### config.mk
export PLATFORM = sky130hd
export DESIGN_NAME = ocsc_top
export DESIGN_NICKNAME = d
export VERILOG_FILES = /design/src/core/ocsc_pkg.sv /design/src/core/ocsc_tone_gen.sv /design/src/core/ocsc_sel_decode.sv /design/src/core/ocsc_top.sv
export SDC_FILE = /design/constraint.sdc
export NUM_CORES = 1
export LEC_CHECK = 0
export BUFFER_PORTS_ARGS = -buffer_cell sky130_fd_sc_hd__buf_2
export CORE_ASPECT_RATIO = 1.5
export CORE_MARGIN = 2
export CORE_UTILIZATION = 61
export DETAILED_ROUTE_END_ITERATION = 10
export HOLD_SLACK_MARGIN = 0.03
export PLACE_DENSITY = 0.95
export SYNTH_ARGS = -nofsm -noshare
export SYNTH_HDL_FRONTEND = slang
export SYNTH_SLANG_ARGS = --single-unit
### constraint.sdc
create_clock -name clk_i -period 4.29 [get_ports clk_i]
set_input_delay 0.858 -clock clk_i [delete_from_list [all_inputs] [get_ports clk_i]]
set_output_delay 0.858 -clock clk_i [all_outputs]
set_load 0.1 [all_outputs]
### src/core/ocsc_pkg.sv
// Constants, types and rule summary for the output clock selection block
// Summary of operation
// First output standard low codes: off, tones, synths
// First standard 0101-1010: main APLL divided
// Standard 1011-1111: auxiliary APLL divided, both outputs
// First alternate 0000-0110: off, APLL divisions; the code decodes 0101 as undefined
// First alternate 1000 main reference; others undefined
// First alternate bit picks first decode table
// Second standard 0001-1010: tones, synth, main APLL
// Second alternate 0001-0110: aux and MAIN_APLL_SECOND_OUTPUT divisions
// Second alternate 0111/1000 references; rest undefined; the code decodes 0000 as off
// Second alternate bit picks second decode table
// First selector default taken from first straps
// Second selector default taken from second straps
// Multiframe output 2kHz when enabled, else low
// Frame output 8kHz when enabled, else low
// Aux field sets synth only when not sourced-from-main
// Aux code 0000 disables APLL, output low
// Aux codes 0001-0101 select first five rates
// Aux codes 0110-1100 select more; 1101-1111 unused
// Aux field default from both outputs' straps
// Alternate bit: 0 standard, 1 alternate decodes
// Sourced-from-main takes main-to-aux field instead
// Register writes act at once, no reset needed
package ocsc_pkg;

	// Register offsets
	localparam logic [7:0] ALT_DECODE_ADDR    = 8'h4f;
	localparam logic [7:0] FIRST_SEL_ADDR     = 8'h61;
	localparam logic [7:0] SECOND_SEL_ADDR    = 8'h62;
	localparam logic [7:0] FS_ENABLE_ADDR     = 8'h63;
	localparam logic [7:0] AUX_APLL_ADDR      = 8'h64;
	localparam logic [7:0] MAIN_APLL_ADDR     = 8'h65;

	// Field positions
	localparam int SECOND_ALT_BIT   = 5;
	localparam int FIRST_ALT_BIT    = 2;
	localparam int FIRST_SEL_LSB    = 0;
	localparam int SECOND_SEL_LSB   = 4;
	localparam int MFS_EN_BIT       = 7;
	localparam int FS_EN_BIT        = 6;
	localparam int AUX_FREQ_LSB     = 0;
	localparam int AUX_FROM_MAIN_BIT = 6;
	localparam int MAIN_TO_AUX_LSB  = 3;
	localparam int MAIN_FREQ_LSB    = 0;

	// Reset values
	localparam logic [7:0] ALT_DECODE_RESET = 8'h00;
	localparam logic [7:0] FS_ENABLE_RESET  = 8'hc0;
	localparam logic [3:0] AUX_DISABLED     = 4'h0;

	// Timing
	localparam int CLK_PERIOD_NS  = 40;
	localparam int FS_PERIOD_NS   = 125000;
	localparam int MFS_PERIOD_NS  = 500000;
	localparam int FS_CYCLES      = FS_PERIOD_NS / CLK_PERIOD_NS;
	localparam int MFS_PER_FS     = MFS_PERIOD_NS / FS_PERIOD_NS;

	typedef enum logic [3:0] {
		SRC_OFF,
		SRC_TONE_2K,
		SRC_TONE_8K,
		SRC_SYNTH_A,
		SRC_SYNTH_B,
		SRC_MAIN_APLL,
		SRC_MAIN_MAIN_APLL_SECOND_OUTPUT,
		SRC_AUX_APLL,
		SRC_MAIN_REF,
		SRC_AUX_REF,
		SRC_UNDEF
	} ocsc_src_type;

	typedef struct packed {
		ocsc_src_type src;
		logic [6:0]   div;
	} ocsc_route_type;

endpackage

### src/core/ocsc_tone_gen.sv
// Enable-gated period counter giving one pulse per period
`timescale 1ns/1ps
module ocsc_tone_gen #(
	parameter int PERIOD = 4
) (
	input  wire logic clk_i,     // System clock
	input  wire logic reset_n_i, // Async reset, active low
	input  wire logic en_i,      // Count enable
	output logic      pulse_o    // One-cycle end of period
);
	localparam int CW = (PERIOD > 1) ? $clog2(PERIOD) : 1;

	if (PERIOD < 2) begin : g_bad_period
		$error("ocsc_tone_gen: PERIOD must be at least 2");
	end

	logic [CW-1:0] count_r;
	logic [CW-1:0] count_nxt;
	wire           wrap = (count_r == CW'(PERIOD - 1));

	assign count_nxt = wrap ? '0 : count_r + CW'(1);

	always_ff @(posedge clk_i or negedge reset_n_i) begin
		if (!reset_n_i) begin
			count_r <= '0;
			pulse_o <= 1'b0;
		end else begin
			pulse_o <= en_i & wrap;
			if (en_i)
				count_r <= count_nxt;
		end
	end
endmodule

### src/core/ocsc_sel_decode.sv
// Frequency selector decode for one clock output
`timescale 1ns/1ps
module ocsc_sel_decode #(
	parameter bit SECOND = 1'b0
) (
	input  wire logic [3:0]     sel_i,    // Selector code
	input  wire logic           alt_i,    // Alternate decode select
	input  wire logic           aux_on_i, // Aux APLL running
	output ocsc_pkg::ocsc_route_type route_o // Source and divisor
);
	function automatic ocsc_pkg::ocsc_route_type mk(
		input ocsc_pkg::ocsc_src_type s,
		input logic [6:0] d
	);
		ocsc_pkg::ocsc_route_type r;
		r.src = s;
		r.div = d;
		return r;
	endfunction

	function automatic ocsc_pkg::ocsc_route_type std_dec(
		input logic [3:0] s
	);
		case (s)
		4'h0: return mk(ocsc_pkg::SRC_OFF, 7'h01);
		4'h1: return mk(ocsc_pkg::SRC_TONE_2K, 7'h01);
		4'h2: return mk(ocsc_pkg::SRC_TONE_8K, 7'h01);
		4'h3: return SECOND ? mk(ocsc_pkg::SRC_MAIN_APLL, 7'h02)
			: mk(ocsc_pkg::SRC_SYNTH_B, 7'h01);
		4'h4: return mk(ocsc_pkg::SRC_SYNTH_A, 7'h01);
		4'h5: return mk(ocsc_pkg::SRC_MAIN_APLL, SECOND ? 7'h01 : 7'h30);
		4'h6: return mk(ocsc_pkg::SRC_MAIN_APLL, 7'h10);
		4'h7: return mk(ocsc_pkg::SRC_MAIN_APLL, 7'h0c);
		4'h8: return mk(ocsc_pkg::SRC_MAIN_APLL, 7'h08);
		4'h9: return mk(ocsc_pkg::SRC_MAIN_APLL, 7'h06);
		4'ha: return mk(ocsc_pkg::SRC_MAIN_APLL, 7'h04);
		4'hb: return mk(ocsc_pkg::SRC_AUX_APLL, 7'h40);
		4'hc: return mk(ocsc_pkg::SRC_AUX_APLL, 7'h30);
		4'hd: return mk(ocsc_pkg::SRC_AUX_APLL, 7'h10);
		4'he: return mk(ocsc_pkg::SRC_AUX_APLL, 7'h08);
		default: return mk(ocsc_pkg::SRC_AUX_APLL, 7'h04);
		endcase
	endfunction

	function automatic ocsc_pkg::ocsc_route_type alt_first(
		input logic [3:0] s
	);
		case (s)
		4'h0: return mk(ocsc_pkg::SRC_OFF, 7'h01);
		4'h1: return mk(ocsc_pkg::SRC_MAIN_APLL, 7'h40);
		4'h2: return mk(ocsc_pkg::SRC_AUX_APLL, 7'h14);
		4'h3: return mk(ocsc_pkg::SRC_AUX_APLL, 7'h0c);
		4'h4: return mk(ocsc_pkg::SRC_AUX_APLL, 7'h05);
		4'h6: return mk(ocsc_pkg::SRC_AUX_APLL, 7'h02);
		4'h8: return mk(ocsc_pkg::SRC_MAIN_REF, 7'h01);
		default: return mk(ocsc_pkg::SRC_UNDEF, 7'h01);
		endcase
	endfunction

	function automatic ocsc_pkg::ocsc_route_type alt_second(
		input logic [3:0] s
	);
		case (s)
		4'h0: return mk(ocsc_pkg::SRC_OFF, 7'h01);
		4'h1: return mk(ocsc_pkg::SRC_AUX_APLL, 7'h05);
		4'h2: return mk(ocsc_pkg::SRC_AUX_APLL, 7'h02);
		4'h3: return mk(ocsc_pkg::SRC_AUX_APLL, 7'h01);
		4'h4: return mk(ocsc_pkg::SRC_MAIN_MAIN_APLL_SECOND_OUTPUT, 7'h05);
		4'h5: return mk(ocsc_pkg::SRC_MAIN_MAIN_APLL_SECOND_OUTPUT, 7'h02);
		4'h6: return mk(ocsc_pkg::SRC_MAIN_MAIN_APLL_SECOND_OUTPUT, 7'h01);
		4'h7: return mk(ocsc_pkg::SRC_AUX_REF, 7'h01);
		4'h8: return mk(ocsc_pkg::SRC_MAIN_REF, 7'h01);
		default: return mk(ocsc_pkg::SRC_UNDEF, 7'h01);
		endcase
	endfunction

	ocsc_pkg::ocsc_route_type std_route;
	ocsc_pkg::ocsc_route_type alt_route;
	ocsc_pkg::ocsc_route_type picked;

	assign std_route = std_dec(sel_i);
	assign alt_route = SECOND ? alt_second(sel_i) : alt_first(sel_i);
	assign picked    = alt_i ? alt_route : std_route;
	// A stopped aux APLL has a low output, so route it as off
	assign route_o   = (picked.src == ocsc_pkg::SRC_AUX_APLL && !aux_on_i)
		? mk(ocsc_pkg::SRC_OFF, 7'h01) : picked;
endmodule

### src/core/ocsc_top.sv
// Output clock selection and APLL frequency configuration
`timescale 1ns/1ps
module ocsc_top #(
	parameter int FS_PERIOD  = ocsc_pkg::FS_CYCLES,
	parameter int MFS_RATIO  = ocsc_pkg::MFS_PER_FS
) (
	input  wire logic                 clk_i,          // 25 MHz clock
	input  wire logic                 reset_n_i,      // Async reset
	input  wire logic [2:0]           first_output_strap_i,  // Straps
	input  wire logic [2:0]           second_output_strap_i, // Straps
	input  wire logic [7:0]           reg_addr_i,     // Register address
	input  wire logic                 reg_wr_i,       // Write strobe
	input  wire logic                 reg_rd_i,       // Read strobe
	input  wire logic [7:0]           reg_wdata_i,    // Write data
	output logic [7:0]                reg_rdata_o,    // Read data
	output ocsc_pkg::ocsc_route_type  first_route_o,  // First mux ctl
	output ocsc_pkg::ocsc_route_type  second_route_o, // Second mux ctl
	output logic                      first_clock_output_o,  // Tone out
	output logic                      second_clock_output_o, // Tone out
	output logic                      frame_sync_out_o,      // 8kHz
	output logic                      multiframe_sync_out_o, // 2kHz
	output logic [3:0]                aux_synth_code_o, // Aux rate code
	output logic                      aux_apll_enable_o, // Aux running
	output logic [2:0]                main_apll_freq_o  // Main rate code
);
	if (FS_PERIOD < 2 || MFS_RATIO < 2) begin : g_bad_period
		$error("ocsc_top: frame periods too short");
	end

	// Strap decode for the power-up aux rate: the two strap groups
	// combine into a single code; any result above the table is capped
	function automatic logic [3:0] aux_default(
		input logic [2:0] a,
		input logic [2:0] b
	);
		logic [3:0] s;
		s = {1'b0, a} + {1'b0, b};
		return (s > 4'hc) ? 4'hc : s;
	endfunction

	// Three-bit main-to-aux code expressed as an aux rate code
	function automatic logic [3:0] main_to_aux_code(
		input logic [2:0] c
	);
		case (c)
		3'h0: return 4'h2;
		3'h1: return 4'h9;
		3'h2: return 4'h3;
		3'h4: return 4'h4;
		3'h6: return 4'h5;
		3'h7: return 4'h8;
		default: return ocsc_pkg::AUX_DISABLED;
		endcase
	endfunction

	logic       loaded_r;
	logic [3:0] first_sel_r;
	logic [3:0] second_sel_r;
	logic       first_alt_r;
	logic       second_alt_r;
	logic       mfs_en_r;
	logic       fs_en_r;
	logic [3:0] aux_freq_r;
	logic       aux_from_main_r;
	logic [2:0] main_to_aux_r;
	logic [2:0] main_freq_r;

	// Writes are held off for the single strap-load cycle
	wire wr_ok      = reg_wr_i & loaded_r;
	wire wr_alt     = wr_ok & (reg_addr_i == ocsc_pkg::ALT_DECODE_ADDR);
	wire wr_first   = wr_ok & (reg_addr_i == ocsc_pkg::FIRST_SEL_ADDR);
	wire wr_second  = wr_ok & (reg_addr_i == ocsc_pkg::SECOND_SEL_ADDR);
	wire wr_fs      = wr_ok & (reg_addr_i == ocsc_pkg::FS_ENABLE_ADDR);
	wire wr_aux     = wr_ok & (reg_addr_i == ocsc_pkg::AUX_APLL_ADDR);
	wire wr_main    = wr_ok & (reg_addr_i == ocsc_pkg::MAIN_APLL_ADDR);

	// Strap-derived defaults, taken once after reset release
	wire [3:0] first_strap_sel  = {1'b0, first_output_strap_i};
	wire [3:0] second_strap_sel = {1'b0, second_output_strap_i};
	wire [3:0] aux_strap_freq   =
		aux_default(first_output_strap_i, second_output_strap_i);

	always_ff @(posedge clk_i or negedge reset_n_i) begin
		if (!reset_n_i) begin
			loaded_r     <= 1'b0;
			first_sel_r  <= 4'h0;
			second_sel_r <= 4'h0;
			aux_freq_r   <= ocsc_pkg::AUX_DISABLED;
			main_freq_r  <= 3'h0;
		end else if (!loaded_r) begin
			loaded_r     <= 1'b1;
			first_sel_r  <= first_strap_sel;
			second_sel_r <= second_strap_sel;
			aux_freq_r   <= aux_strap_freq;
			main_freq_r  <= second_output_strap_i;
		end else begin
			if (wr_first)
				first_sel_r <= reg_wdata_i[ocsc_pkg::FIRST_SEL_LSB +: 4];
			if (wr_second)
				second_sel_r <= reg_wdata_i[ocsc_pkg::SECOND_SEL_LSB +: 4];
			if (wr_aux)
				aux_freq_r <= reg_wdata_i[ocsc_pkg::AUX_FREQ_LSB +: 4];
			if (wr_main)
				main_freq_r <= reg_wdata_i[ocsc_pkg::MAIN_FREQ_LSB +: 3];
		end
	end

	localparam logic [7:0] AR = ocsc_pkg::ALT_DECODE_RESET;
	localparam logic [7:0] FR = ocsc_pkg::FS_ENABLE_RESET;

	always_ff @(posedge clk_i or negedge reset_n_i) begin
		if (!reset_n_i) begin
			first_alt_r     <= AR[ocsc_pkg::FIRST_ALT_BIT];
			second_alt_r    <= AR[ocsc_pkg::SECOND_ALT_BIT];
			mfs_en_r        <= FR[ocsc_pkg::MFS_EN_BIT];
			fs_en_r         <= FR[ocsc_pkg::FS_EN_BIT];
			aux_from_main_r <= 1'b0;
			main_to_aux_r   <= 3'h0;
		end else begin
			if (wr_alt) begin
				first_alt_r  <= reg_wdata_i[ocsc_pkg::FIRST_ALT_BIT];
				second_alt_r <= reg_wdata_i[ocsc_pkg::SECOND_ALT_BIT];
			end
			if (wr_fs) begin
				mfs_en_r <= reg_wdata_i[ocsc_pkg::MFS_EN_BIT];
				fs_en_r  <= reg_wdata_i[ocsc_pkg::FS_EN_BIT];
			end
			if (wr_main) begin
				aux_from_main_r <=
					reg_wdata_i[ocsc_pkg::AUX_FROM_MAIN_BIT];
				main_to_aux_r <=
					reg_wdata_i[ocsc_pkg::MAIN_TO_AUX_LSB +: 3];
			end
		end
	end

	// Read-back; unmapped addresses and reserved bits read zero
	logic [7:0] rd_mux;

	always_comb begin
		rd_mux = 8'h00;
		case (reg_addr_i)
		ocsc_pkg::ALT_DECODE_ADDR: begin
			rd_mux[ocsc_pkg::FIRST_ALT_BIT]  = first_alt_r;
			rd_mux[ocsc_pkg::SECOND_ALT_BIT] = second_alt_r;
		end
		ocsc_pkg::FIRST_SEL_ADDR:
			rd_mux[ocsc_pkg::FIRST_SEL_LSB +: 4] = first_sel_r;
		ocsc_pkg::SECOND_SEL_ADDR:
			rd_mux[ocsc_pkg::SECOND_SEL_LSB +: 4] = second_sel_r;
		ocsc_pkg::FS_ENABLE_ADDR: begin
			rd_mux[ocsc_pkg::MFS_EN_BIT] = mfs_en_r;
			rd_mux[ocsc_pkg::FS_EN_BIT]  = fs_en_r;
		end
		ocsc_pkg::AUX_APLL_ADDR:
			rd_mux[ocsc_pkg::AUX_FREQ_LSB +: 4] = aux_freq_r;
		ocsc_pkg::MAIN_APLL_ADDR: begin
			rd_mux[ocsc_pkg::AUX_FROM_MAIN_BIT]     = aux_from_main_r;
			rd_mux[ocsc_pkg::MAIN_TO_AUX_LSB +: 3]  = main_to_aux_r;
			rd_mux[ocsc_pkg::MAIN_FREQ_LSB +: 3]    = main_freq_r;
		end
		default:
			rd_mux = 8'h00;
		endcase
	end

	// Effective aux synthesizer code
	wire [3:0] aux_code = aux_from_main_r
		? main_to_aux_code(main_to_aux_r)
		: aux_freq_r;
	// Codes above the table are unused; treat them as stopped
	wire       aux_on   = (aux_code != ocsc_pkg::AUX_DISABLED)
		&& (aux_code <= 4'hc);

	// Frame tones: the 2kHz pulse comes one cycle after every fourth 8kHz pulse
	logic fs_tick;
	logic mfs_tick;

	ocsc_tone_gen #(
		.PERIOD (FS_PERIOD)
	) u_fs_gen (
		.clk_i     (clk_i),
		.reset_n_i (reset_n_i),
		.en_i      (1'b1),
		.pulse_o   (fs_tick)
	);

	ocsc_tone_gen #(
		.PERIOD (MFS_RATIO)
	) u_mfs_gen (
		.clk_i     (clk_i),
		.reset_n_i (reset_n_i),
		.en_i      (fs_tick),
		.pulse_o   (mfs_tick)
	);

	ocsc_pkg::ocsc_route_type first_route;
	ocsc_pkg::ocsc_route_type second_route;

	ocsc_sel_decode #(
		.SECOND (1'b0)
	) u_first_dec (
		.sel_i    (first_sel_r),
		.alt_i    (first_alt_r),
		.aux_on_i (aux_on),
		.route_o  (first_route)
	);

	ocsc_sel_decode #(
		.SECOND (1'b1)
	) u_second_dec (
		.sel_i    (second_sel_r),
		.alt_i    (second_alt_r),
		.aux_on_i (aux_on),
		.route_o  (second_route)
	);

	// Tones are made here; other sources belong to the analog mux,
	// so the pin copy stays low for them
	wire first_tone =
		(first_route.src == ocsc_pkg::SRC_TONE_2K && mfs_tick) ||
		(first_route.src == ocsc_pkg::SRC_TONE_8K && fs_tick);
	wire second_tone =
		(second_route.src == ocsc_pkg::SRC_TONE_2K && mfs_tick) ||
		(second_route.src == ocsc_pkg::SRC_TONE_8K && fs_tick);

	localparam ocsc_pkg::ocsc_route_type ROUTE_OFF = '{
		src: ocsc_pkg::SRC_OFF, div: 7'h01};

	always_ff @(posedge clk_i or negedge reset_n_i) begin
		if (!reset_n_i) begin
			reg_rdata_o           <= 8'h00;
			first_route_o         <= ROUTE_OFF;
			second_route_o        <= ROUTE_OFF;
			first_clock_output_o  <= 1'b0;
			second_clock_output_o <= 1'b0;
			frame_sync_out_o      <= 1'b0;
			multiframe_sync_out_o <= 1'b0;
			aux_synth_code_o      <= ocsc_pkg::AUX_DISABLED;
			aux_apll_enable_o     <= 1'b0;
			main_apll_freq_o      <= 3'h0;
		end else begin
			if (reg_rd_i)
				reg_rdata_o <= rd_mux;
			first_route_o         <= first_route;
			second_route_o        <= second_route;
			first_clock_output_o  <= first_tone;
			second_clock_output_o <= second_tone;
			frame_sync_out_o      <= fs_en_r & fs_tick;
			multiframe_sync_out_o <= mfs_en_r & mfs_tick;
			aux_synth_code_o      <= aux_on ? aux_code
				: ocsc_pkg::AUX_DISABLED;
			aux_apll_enable_o     <= aux_on;
			main_apll_freq_o      <= main_freq_r;
		end
	end
endmodule

Word-level counts from Yosys, hierarchy flattened
Memory sizes are Yosys's and may differ from the RTL's.
Cells that the tools add are included.
{ "word_totals": {"reg_bits": 82, "romBits": 432, "input_bits": 26, "elab_cells": 113, "memories": 3} }
{ "memory_table": {"columns": ["memory", "words", "word_bits", "rd", "rd_clocked_by_memory_dff", "wr", "line", "source"], "rows": [
  ["(no name shown)", 16, 10, 1, 0, 0, "ocsc_sel_decode.sv:24", "case (s)"],
  ["(no name shown)", 16, 10, 1, 0, 0, "ocsc_sel_decode.sv:24", null],
  ["(no name shown)", 16, 7, 1, 0, 0, "ocsc_sel_decode.sv:63", "case (s)"]
]} }
{ "classes": {"add_sub_neg": 3, "magnitude_cmp": 2, "eq_ne": 29, "muxes": 26, "n_bitwise": 10, "n_reduce_logical": 13} }
{ "op_table": {"columns": ["op", "count"], "rows": [
  ["$pmux W11 S7", 1],
  ["$eq A8 B7 Y1 const B", 6],
  ["$mux W11", 4],
  ["$mux W4", 9],
  ["$pmux W4 S6", 1],
  ["$eq A4 B2 Y1 const B", 4],
  ["$eq A4 B3 Y1 const B", 4],
  ["$add A12 B1 Y12 const B", 1],
  ["$eq A12 B12 Y1 const B", 1],
  ["$eq A4 B1 Y1 const B", 3],
  ["$mux W12", 1],
  ["$and A1 B1 Y1", 10],
  ["$eq A3 B3 Y1 const B", 3],
  ["$pmux W1 S3", 3],
  ["$ne A2 B1 Y1 const B", 4],
  ["$logic_and A1 B1 Y1", 7],
  ["$mux W3", 2],
  ["$pmux W2 S3", 1],
  ["$add A3 B3 Y4", 1],
  ["$eq A4 B4 Y1 const B", 1],
  ["$gt A4 B4 Y1 const B", 1],
  ["$le A4 B4 Y1 const B", 1],
  ["$logic_not A4 Y1", 1],
  ["$pmux W1 S2", 2],
  ["other kinds (10)", 11]
]} }

Depth between registers and ports, before layout
Gate-level depths: netlist (run 1).
{ "depth": {"word_depth": 11, "mapped_depth": 8, "depth_no_buf": 7} }

By module
From an unflattened synthesis (run 1), not the netlist that was laid out.
{ "hier_totals": {"cells_unflattened": 448, "hier_area_um2": 4524.3} }
{ "modules_own_cells": {"columns": ["module", "n_inst", "cells_per_inst", "area_per_inst_um2"], "rows": [
  ["ocsc_top", 1, 241, 2765.2],
  ["ocsc_tone_gen (u_fs_gen)", 1, 62, 680.7],
  ["ocsc_sel_decode (u_first_dec)", 1, 69, 476.7],
  ["ocsc_sel_decode (u_second_dec)", 1, 68, 475.5],
  ["ocsc_tone_gen (u_mfs_gen)", 1, 8, 126.4]
]} }

Least setup slack after synthesis (run 1)
OpenSTA, ideal clock, no wires.
{ "synth_timing": {"path_kind": "input -> register", "start": "in reg_addr_i[4]", "end": "reg main_freq_r[0]", "t_arrival_ps": 2267, "required_time_ps": 4164, "slack_ps": 1897, "cell_stages": 6, "cell_sequence": "or3b_1 nor4_2 and3_1 buf_4 nor2b_1 a221o_1"} }
{ "synth_between": {"elab_chain_cells": 3} }
{ "synth_lines": {"columns": ["item", "line", "source"], "rows": [
  ["start, declared", "ocsc_top.sv:11", "input wire logic [7:0] reg_addr_i,"],
  ["$eq A8 B7 Y1", "ocsc_top.sv:75", "wire wr_main = wr_ok & (reg_addr_i == ocsc_pkg::MAIN_APLL_ADDR);"],
  ["$and A1 B1 Y1", "ocsc_top.sv:75", null],
  ["$ne A2 B1 Y1 (no line)", null, null],
  ["end signal, assigned", "ocsc_top.sv:95", "main_freq_r <= second_output_strap_i;"],
  ["end signal, assigned", "ocsc_top.sv:104", "main_freq_r <= reg_wdata_i[ocsc_pkg::MAIN_FREQ_LSB +: 3];"],
  ["end, declared", "ocsc_top.sv:66", "logic [2:0] main_freq_r;"]
]} }
No other way between the ends.
A chain may end at the register's enable or synchronous reset.

==> metrics.csv, run 1 <==
metric,value,unit
DRT iter0 DRCs,367,
# DRC,0,
chip height,107,um
global-route wire length before repair,16.0,mm
hold_buf cts,0,
period utilization,56.8,%
post-synthesis sequential area ratio,48.0,%
Max Slew Vio Count,0,
Most used DFF post-synth,dfrtp_1,
Leak,2.34,nW
"Cell Area, Synth",4280,um2
Slew HR,34.4,%
clk slew on worst S/H paths,0.08,ns
Clock Sinks,82,
crit path to,first_route_o[2]$_DFF_PN0_,
critical path required time,4.51,ns
R2R depth,6,
CP startpoint,first_sel_r[1]$_DFFE_PN0P_,
maximum vdd drop,0.254,mV
Nets,524,
Worst Clk Skew,0.00973,ns
Final Core Density,70.4,%
fillers,499,
Slew @ Worst Pin,0.984,ns
largest net degree at the start of global routing,83,
htree depth,3,
row count,37,
Final setup viols,0,
CTS tree,done,
Vias/cell,6.13,
r2r endpoint,first_route_o[2]$_DFF_PN0_,
synth warn,0,
Reg area,2060,um2
R2R Setup Slk,1.86,ns
number of global-route vias before repair,3468,
GRT Total Usage,26.8,%
root buf cell,clkbuf_8,
RR Startpoint,first_sel_r[1]$_DFFE_PN0P_,
layout cell share with drive strength beyond 1,23.0,%
asr flop ratio synth,100,%
Antenna Nets Post-Route,0,
dpl hpwl,7.03,mm
DRT Wirelength,9.52,mm
area of the multi-input gates,2040,um2
Hold Worst Slack,0.460,ns
Cells after Synth,424,
GPL Wtd Cong,0.864,
syn avg cell area,10.1,um2
CP Launch Type,flip-flop,
via count,3457,
"Max FO, Critical Path",9,
number of synthesized flops with an enable pin,0,
CTS Buf Count,9,
Cell variety after synth,65,
Skew-Pair Late Insertion Delay,0.37,ns
die area,7720,um2
I/O pins,68,
port bufs,67,
"flops & latches, synth",82,
initial antenna violation count,0,
Final Critical Period,2.43,ns
worst path arrival time,2.66,ns
Final Hold Vio Count,0,
status,"complete, no violations",
top achievable clock speed,0.411,GHz
Routed wire per std cell,16.9,um
"Net Count, Synth",467,
worst hold start,main_freq_r[1]$_DFFE_PN0P_,
area growth from synthesis to layout,12.5,%
RSZ-0062 raised after global routing,false,
Ant. Diodes,0,
Starting Density,62.5,%
max cap viols,0,
Die W,72.4,um
Setup CP Type,reg -> reg,
drt first pass iters,5,
Critical Path Sink Type,flip-flop,
TNS Setup,0,ns
Core Box Area,6850,um2
HP Class,reg -> reg,
gr ovfl total,0,
power per cell area,399,nW/um2
CTS Buffer Depth,2,
Post-CTS Repair Setup Buffers,0,
CTS resizes,0,
## through the flow
step | instance area [um2] | setup WS [ns] | total power [mW] | cells
2_1_floorplan | 4280 | 1.90 | 1.25 | 424
3_3_place_gp | 4610 | 1.64 | 1.34 | 548
3_5_place_dp | 4610 | 1.52 | 1.36 | 548
4_1_cts | 4820 | 1.87 | 1.93 | 564
5_1_grt | 4820 | 1.67 | 2.01 | 564
6_report | 4820 | 1.86 | 1.92 | 564
## worst max-delay path, stage by stage, from the launching register on
cell and delay, ns:
dfrtp_1 0.44, inv_1 0.13, ha_1 0.35, nor2b_1 0.13, a2111oi_2 0.64, nor4_4 0.15
a2111oi_0 0.45
## cell type report
cell class | count | share of cell area, %
clock inverters | 6 | 1.51
inverters | 21 | 1.64
multi-input cells | 300 | 42.3
flip-flops and latches | 82 | 42.7
clock buffers | 10 | 2.85
repair buffers | 67 | 7.01
well taps | 78 | 2.02
## power breakdown
group | internal (mW) | leakage [nW] | switching, mW
Clock | 0.290 | 0.103 | 0.289
Combinational | 0.113 | 1.20 | 0.369
Sequential | 0.819 | 1.03 | 0.0444
## layer usage
metal | GRT usage (%) | vias up | share of wire [%] | wire length [um]
met1 | 31.6 | 1694 | 39 | 3730
met4 | 14.2 | 0 | 2.4 | 233
met5 | 0 | - | 0 | 0
li1 | - | 1616 | - | -
met3 | 4.89 | 23 | 5.0 | 472
met2 | 45.7 | 124 | 53 | 5090
## cells in the final DEF (no fill, tap or decap), drive strengths merged, types with 5 or more instances in the layout
| cell | Yosys | layout |
|---|---|---|
| dfrtp | 78 | 78 |
| buf | 11 | 67 |
| nor2 | 44 | 44 |
| a21oi | 33 | 33 |
| nand2 | 28 | 28 |
| inv | 21 | 23 |
| o21ai | 17 | 17 |
| mux2i | 17 | 17 |
| ha | 16 | 16 |
| nor3 | 15 | 15 |
| mux2 | 13 | 13 |
| nand3 | 12 | 12 |
| nor2b | 11 | 11 |
| clkbuf | 10 | 10 |
| xnor2 | 7 | 7 |
| a22oi | 7 | 7 |
| xor2 | 5 | 5 |
| and2 | 5 | 5 |
| nor4 | 5 | 5 |
## synth_stat cells, types with 4 or more instances
cell | count | area [um2]
and3_1 | 4 | 25.0
a221oi_1 | 4 | 35.0
clkbuf_1 | 10 | 37.5
xnor2_1 | 7 | 61.3
nor3_1 | 15 | 75.1
inv_1 | 21 | 78.8
mux2i_1 | 17 | 170
nor2_1 | 44 | 165
a21oi_1 | 33 | 165
nand3_1 | 12 | 60.1
nor2b_1 | 11 | 68.8
o21ai_0 | 17 | 85.1
mux2_2 | 12 | 135
nand2_1 | 28 | 105
dfstp_2 | 4 | 105
ha_1 | 16 | 200
buf_2 | 6 | 30.0
dfrtp_1 | 78 | 1950
xor2_1 | 5 | 43.8
nand2b_1 | 4 | 25.0
a22oi_1 | 7 | 52.6
## sequential cells by signal, summed over array words and instances (netlist names), 2 cells and up
signal and cells:
aux_synth_code_o 4, u_fs_gen.count_r 12, second_sel_r 4, u_mfs_gen.count_r 2, main_apll_freq_o 3, aux_freq_r 4, first_route_o 11, first_sel_r 4
second_route_o 11, main_to_aux_r 3, main_freq_r 3, reg_rdata_o 8
## worst min-delay path by stage
stage                                                to  cells after the start
after floorplan           main_apll_freq_o[0]$_DFF_PN0_                      0
after global placement    main_apll_freq_o[2]$_DFF_PN0_                      0
after detailed placement  main_apll_freq_o[1]$_DFF_PN0_                      0
after CTS                 main_apll_freq_o[1]$_DFF_PN0_                      0
after global routing      main_apll_freq_o[1]$_DFF_PN0_                      0
final                     main_apll_freq_o[1]$_DFF_PN0_                      0
## logic make-up (layout without fill, tap and decap cells)
family | Yosys count | in the layout | synth area share [%]
adder cells (fa/ha/maj) | 17 | 17 | 5.14
flip-flops | 82 | 82 | 48.0
XOR/XNOR | 12 | 12 | 2.45
buffers and inverters | 42 | 104 | 4.38
multiplexers | 30 | 30 | 7.39
AO/OA/AOI/OAI | 95 | 95 | 14.7
other | 1 | 1 | 0.0875
AND/OR/NAND/NOR | 145 | 145 | 17.8
No activity file was read; power rests on OpenSTA's default activity.
==> run 2, diff against run 1 <==
--- a/config.mk
+++ b/config.mk
@@ -8,10 +8,10 @@
 export BUFFER_PORTS_ARGS = -buffer_cell sky130_fd_sc_hd__buf_2
 export CORE_ASPECT_RATIO = 1.5
 export CORE_MARGIN = 2
-export CORE_UTILIZATION = 61
+export CORE_UTILIZATION = 57
 export DETAILED_ROUTE_END_ITERATION = 10
 export HOLD_SLACK_MARGIN = 0.03
-export PLACE_DENSITY = 0.95
+export PLACE_DENSITY = 0.9
 export SYNTH_ARGS = -nofsm -noshare
 export SYNTH_HDL_FRONTEND = slang
 export SYNTH_SLANG_ARGS = --single-unit
==> constraint.sdc (replaced) <==
create_clock -name clk_i -period 2.3 [get_ports clk_i]
set_input_delay 0.46 -clock clk_i [delete_from_list [all_inputs] [get_ports clk_i]]
set_output_delay 0.46 -clock clk_i [all_outputs]
set_load 0.1 [all_outputs]
==> metrics.csv, run 2 (same netlist as run 1, synthesis figures left out) <==
metric,value,unit,change
status,"complete, no violations",,
Nets,541,,+3.2%
dpl cells,585,,+6.8%
Largest register FFs,12,,unchanged
Setup CP Type,reg -> reg,,
Critical Path Sink Type,flip-flop,,
max cap viols,0,,unchanged
Bufs and invs on worst path,1,,unchanged
# DRC,0,,unchanged
Routed wire per std cell,15.7,um,-6.7%
Biggest register,u_fs_gen.count_r,,
CTS Buf Count,9,,unchanged
Die W,74.8,um,+3.3%
most frequent cells in the layout,"75 x dfrtp_1, 66 x buf_2, 44 x nor2_1",,
Top Registers,"u_fs_gen.count_r (12), first_route_o (11), second_route_o (11)",,
global-route wire length before repair,15.5,mm,-3.1%
I/O pins,68,,unchanged
post-place setup slack,0.0652,ns,-1.46 ns
Leak,2.41,nW,+3.2%
Ant. Diodes,0,,unchanged
Final Hold Vio Count,0,,unchanged
Skew-Pair Late Insertion Delay,0.37,ns,about the same
layout cell share with drive strength beyond 1,26.0,%,+3.0 points
metal1 wirelength,3.88,mm,+4.2%
Max Slew Vio Count,0,,unchanged
Slew @ Worst Pin,0.642,ns,-0.342 ns
Clock Sinks,82,,unchanged
GPL Wtd Cong,0.868,,+0.52%
Antenna Nets Post-Route,0,,unchanged
chip height,110,um,+3.3%
htree depth,3,,unchanged
number of global-route vias before repair,3446,,-0.63%
gr ovfl total,0,,unchanged
top achievable clock speed,0.461,GHz,+12%
CTS tree,done,,
power share of the combinational group,26.6,%,+1.6 points
CTS Buffer Depth,2,,unchanged
via count,3488,,+0.90%
power per cell area,713,nW/um2,+79%
most frequent CP cell,o22ai_1,,
GRT Total Usage,25.0,%,-1.8 points
Final setup viols,0,,unchanged
Max stage delay on crit path,0.43,ns,-0.21 ns
"commonest non-fill, non-tap cell in the layout",dfrtp_1,,
maximum vdd drop,0.481,mV,+89%
P_sw,1.29,mW,+83%
critical path required time,2.53,ns,-1.98 ns
root buf cell,clkbuf_8,,
Internal Power,2.27,mW,+85%
Final Core Density,68.5,%,-1.9 points
Switching Fraction,36.2,%,-0.25 points
Final Critical Period,2.17,ns,-0.263 ns
port bufs,67,,unchanged
Core Box Area,7270,um2,+6.2%
CP Launch Type,flip-flop,,
TNS Setup,0,ns,unchanged
worst path arrival time,2.40,ns,-0.26 ns
largest net degree at the start of global routing,51,,-39%
HP Class,in -> reg,,
period utilization,94.4,%,+38 points
highest metal used,met4,,
row count,38,,+2.7%
metal3 WL,513,um,+8.7%
drt first pass iters,5,,unchanged
area growth from synthesis to layout,16.3,%,
"non-filler cells, final",603,,+6.9%
DRT Wirelength,9.50,mm,-0.28%
Vias/cell,5.78,,-5.6%
clk slew on worst S/H paths,0.08,ns,about the same
Slew HR,57.2,%,+23 points
Final WS setup,0.129,ns,-1.73 ns
Hold Worst Slack,0.342,ns,-0.118 ns
die area,8240,um2,+6.7%
power share of the clock group,28.6,%,-1.5 points
part of the power in registers,44.8,%,about the same
Worst Clk Skew,0.0125,ns,+0.00275 ns
Crit-path slowest cell,dfrtp_1,,
dpl hpwl,6.94,mm,-1.2%
"Max FO, Critical Path",6,,-3
CP Cell Sequence,"inv_1, ha_1, nor2b_1, o22ai_1, o22ai_1, nor4_4, a2111oi_1",,
met2 WL post-DR,4.84,mm,-4.9%
initial antenna violation count,0,,unchanged
crit-path leading delay family,compound AO/OA/AOI/OAI gates,,
Starting Density,58.9,%,-3.6 points
DRT iter0 DRCs,295,,-20%
## run 2: cell types whose count changed in the layout (fill, tap and decap cells not counted), moves of 2 or more
cell      before  now
buf_4          1   16
clkbuf_1       0    3
clkinv_4       2    0
dfrtp_1       78   75
dfrtp_2        0    3
## run 2: through the flow
| step | instance area [um2] | power (mW) |
|---|---|---|
| 2_1_floorplan | 4280 | 2.33 |
| 3_3_place_gp | 4760 | 2.52 |
| 3_5_place_dp | 4760 | 2.55 |
| 4_1_cts | 4960 | 3.55 |
| 5_1_grt | 4980 | 3.70 |
| 6_report | 4980 | 3.55 |
## run 2: power by group through the flow
stage / sequential, mW / combinational (mW) / clock, mW
finish: 1.59 / 0.944 / 1.02
global route: 1.60 / 1.00 / 1.09
CTS: 1.59 / 0.935 / 1.03
detailed placement: 1.62 / 0.929 / 0
global placement: 1.62 / 0.908 / 0
floorplan: 2.00 / 0.335 / 0
## run 2: timing repair
action	in CTS	in global routing
hold buffers	1	0
buffers inserted	0	1
endpoints found under the hold margin	9	0
gates resized for setup	0	7
endpoints found under the setup margin	0	10
## run 2: path summary, 6_finish.rpt
| path | startpoint | end | slack (ns) | cells past startpoint |
|---|---|---|---|---|
| setup / recovery | first_sel_r[1]$_DFFE_PN0P_ | first_route_o[2]$_DFF_PN0_ | 0.13 | 7 |
| hold / removal | reg_wdata_i[7] | mfs_en_r$_DFFE_PN1P_ | 0.34 | 2 |
| setup reg to reg | first_sel_r[1]$_DFFE_PN0P_ | first_route_o[2]$_DFF_PN0_ | 0.13 | 7 |
| hold reg to reg | main_freq_r[0]$_DFFE_PN0P_ | main_apll_freq_o[0]$_DFF_PN0_ | 0.45 | 0 |
| max in group asynchronous | reset_n_i | second_route_o[0]$_DFF_PN1_ | 1.10 | 3 |
| min in group asynchronous | reset_n_i | aux_freq_r[2]$_DFFE_PN0P_ | 0.55 | 2 |
## run 2: routing by layer
| layer | track usage (%) | up-vias |
|---|---|---|
| met3 | 6.00 | 24 |
| met4 | 13.3 | 0 |
| met5 | 0 | - |
| met2 | 41.7 | 147 |
| li1 | - | 1646 |
| met1 | 29.5 | 1671 |
## run 2: area by class of cell
cell class / count / area [um2]
Tap cell: 100 / 125
Sequential cell: 82 / 2060
Inverter: 21 / 78.8
Multi-Input combinational cell: 300 / 2050
Timing Repair Buffer: 84 / 480
Clock inverter: 4 / 51.3
Fill cell: 547 / 2290
Clock buffer: 12 / 135
==> run 3, diff against run 2 <==
--- a/config.mk
+++ b/config.mk
@@ -5,13 +5,14 @@
 export SDC_FILE = /design/constraint.sdc
 export NUM_CORES = 1
 export LEC_CHECK = 0
-export BUFFER_PORTS_ARGS = -buffer_cell sky130_fd_sc_hd__buf_2
 export CORE_ASPECT_RATIO = 1.5
 export CORE_MARGIN = 2
-export CORE_UTILIZATION = 57
+export CORE_UTILIZATION = 64
 export DETAILED_ROUTE_END_ITERATION = 10
+export DONT_BUFFER_PORTS = 1
 export HOLD_SLACK_MARGIN = 0.03
 export PLACE_DENSITY = 0.9
 export SYNTH_ARGS = -nofsm -noshare
 export SYNTH_HDL_FRONTEND = slang
+export SYNTH_HIERARCHICAL = 1
 export SYNTH_SLANG_ARGS = --single-unit
==> metrics.csv, run 3 <==
metric,value,unit,change
number of synthesized flops with an enable pin,0,,unchanged
top achievable clock speed,0.453,GHz,-1.7%
part of the power in registers,47.1,%,+2.3 points
syn avg cell area,10.1,um2,about the same
"non-filler cells, final",580,,-3.8%
number of global-route vias before repair,3525,,+2.3%
Commonest cells post-synth,"78 x dfrtp_1, 39 x nand2_1, 30 x nor2_1",,
area growth from synthesis to layout,14.7,%,
critical path required time,2.53,ns,about the same
Cells after Synth,448,,+5.7%
Biggest register,u_fs_gen/count_r,,
power per cell area,716,nW/um2,+0.37%
GPL Wtd Cong,0.909,,+4.8%
synth warn,6,,+6
layout cell share with drive strength beyond 1,22.9,%,-3.1 points
Antenna Nets Post-Route,0,,unchanged
via count,3654,,+4.8%
dominant cells by area after synthesis,"dfrtp_1 43%, ha_1 4.4%, mux2i_1 3.8%",,
Hold Worst Slack,-0.212,ns,-0.554 ns
max cap viols,0,,unchanged
asr flop ratio synth,100,%,unchanged
root buf cell,clkbuf_8,,
Final Critical Period,2.21,ns,+0.0365 ns
fin area,5190,um2,+4.1%
Final setup viols,0,,unchanged
most frequent cells in the layout,"74 x dfrtp_1, 51 x buf_4, 39 x nand2_1",,
Worst Clk Skew,0.00878,ns,-0.00369 ns
dpl cells,561,,-4.1%
Core Box Area,6850,um2,-5.8%
CTS Buf Count,9,,unchanged
post-synthesis sequential area ratio,45.5,%,-2.5 points
Yosys top cell area share,43.1,%,-2.4 points
Largest register FFs,12,,unchanged
DRT Wirelength,10.5,mm,+11%
worst path arrival time,2.44,ns,+0.04 ns
"commonest non-fill, non-tap cell in the layout",dfrtp_1,,
HP Class,in -> async,,
"Cell Area, Synth",4520,um2,+5.6%
Starting Density,66.0,%,+7.1 points
most common cell in the netlist,dfrtp_1,,
gr ovfl total,0,,unchanged
status,"finished, violations left",,
GRT Total Usage,27.8,%,+2.7 points
global-route wire length before repair,16.8,mm,+8.1%
period utilization,96.0,%,+1.6 points
CP Launch Type,flip-flop,,
row count,37,,-2.6%
failing checks,negative hold slack,,
P_sw,1.28,mW,-0.25%
Die W,72.7,um,-2.9%
I/O pins,68,,unchanged
Most used DFF post-synth,dfrtp_1,,
CTS Buffer Depth,2,,unchanged
Top Registers,"u_fs_gen/count_r (12), first_route_o (11), second_route_o (11)",,
power share of the clock group,28.4,%,-0.2 points
Clock Sinks,82,,unchanged
Critical Path Sink Type,flip-flop,,
die area,7770,um2,-5.7%
CTS tree,done,,
Final Hold Vio Count,82,,+82
Switching Fraction,34.6,%,-1.6 points
Ant. Diodes,0,,unchanged
htree depth,3,,unchanged
Nets,540,,-0.18%
Slew @ Worst Pin,0.490,ns,-0.152 ns
initial antenna violation count,0,,unchanged
Internal Power,2.43,mW,+7.2%
maximum vdd drop,0.678,mV,+41%
dpl hpwl,7.56,mm,+8.9%
Skew-Pair Late Insertion Delay,0.36,ns,about the same
largest net degree at the start of global routing,83,,+63%
placed cell area,4880,um2,+2.4%
# DRC,0,,unchanged
"flops & latches, synth",82,,unchanged
CP startpoint,main_to_aux_r[1]$_DFFE_PN0P_,,
cell taking the most area after synthesis,dfrtp_1,,
Setup CP Type,reg -> reg,,
Routed wire per std cell,18.2,um,+16%
"Max FO, Critical Path",6,,unchanged
chip height,107,um,-2.9%
port bufs,0,,-100%
RR Startpoint,main_to_aux_r[1]$_DFFE_PN0P_,,
power share of the combinational group,24.5,%,-2.1 points
DRT iter0 DRCs,318,,+7.8%
drt first pass iters,5,,unchanged
Slew HR,66.5,%,+9.3 points
Cell variety after synth,71,,+9.2%
Max Slew Vio Count,0,,unchanged
Leak,2.41,nW,about the same
Vias/cell,6.30,,+8.9%
TNS Setup,0,ns,unchanged
clk slew on worst S/H paths,0.08,ns,about the same
==> run 3: cell types whose count changed after synthesis, sizes merged, moves of 6 or more <==
cell	delta
nand4	+6
nand3	+8
nor3b	+7
nor2	-13
inv	+8
nor3	-10
o22ai	+6
nand2	+12
==> run 3: path summary, 6_finish.rpt <==
check | to | slack (ns) | depth (start not counted)
hold reg to reg | main_apll_freq_o[2]$_DFF_PN0_ | 0.42 | 0
max in group asynchronous | first_route_o[0]$_DFF_PN1_ | 2.32 | 0
min in group clk_i | reg_rdata_o[7]$_DFFE_PN0P_ | 0.16 | 1
setup reg to reg | second_clock_output_o$_DFF_PN0_ | 0.09 | 11
setup / recovery | second_clock_output_o$_DFF_PN0_ | 0.09 | 11
hold / removal | frame_sync_out_o$_DFF_PN0_ | -0.21 | 0
==> run 3: repair_timing <==
action / 4_1_cts / 5_1_grt
pin swaps: 0 / 3
endpoints found under the hold margin: 82 / 82
setup endpoints to repair: 1 / 2
resized for setup: 1 / 24
buffers inserted: 0 / 3
==> run 3: kinds of logic (layout without fill, tap and decap cells) <==
family,count (synthesis),count (layout),share of synthesized area [%]
buffers and inverters,48,96,5.23
multiplexers,28,28,6.58
adder cells (fa/ha/maj),17,17,4.87
flip-flops,82,82,45.5
XOR/XNOR,8,8,1.55
AND/OR/NAND/NOR,162,162,20.7
AO/OA/AOI/OAI,102,102,15.6
other,1,7,0.0829
==> run 3: metal layers <==
layer	share of wire [%]	routed length [um]	global-route usage, %	vias to the layer above
met5	0	0	0	-
met1	37	3930	33.1	1776
met4	3.9	414	14.3	0
met2	52	5450	46.0	154
met3	7.2	757	6.48	38
li1	-	-	-	1686
==> run 3: layout make-up <==
type | count | area [um2]
timing repair buffer | 51 | 383
clock buffer | 12 | 155
fill | 422 | 1660
tap | 78 | 97.6
sequential | 82 | 2060
clock inverter | 4 | 50.0
inverter | 29 | 109
multi-input combinational | 324 | 2330
==> run 3: worst max-delay path: stages (launching register included) <==
cell and delay [ns]:
dfrtp_1 0.47, xnor2_1 0.17, a31oi_1 0.31, and3_1 0.21, nor2_1 0.04, buf_4 0.16
a211oi_4 0.23, a22oi_2 0.11, nand2_1 0.10, nor2_1 0.06, a31oi_1 0.15, nor3_1 0.06
==> run 3: metrics by stage <==
stage,hold slack [ns],power (mW),utilization (%),worst slack [ns]
after floorplan,0.164,2.45,-,0.157
after global placement,0.167,2.60,71.2,0.181
after detailed placement,0.167,2.63,71.2,0.0246
after CTS,-0.219,3.68,74.2,0.0179
after global routing,-0.225,3.87,75.7,-0.0185
final,-0.212,3.71,75.7,0.0922
==> run 3: power groups by stage <==
| stage | sequential [mW] | clock (mW) | combinational [mW] |
|---|---|---|---|
| after global routing | 1.77 | 1.13 | 0.968 |
| after global placement | 1.76 | 0 | 0.835 |
| after detailed placement | 1.77 | 0 | 0.862 |
| after floorplan | 2.02 | 0 | 0.426 |
| after CTS | 1.74 | 1.06 | 0.869 |
| final | 1.75 | 1.06 | 0.910 |
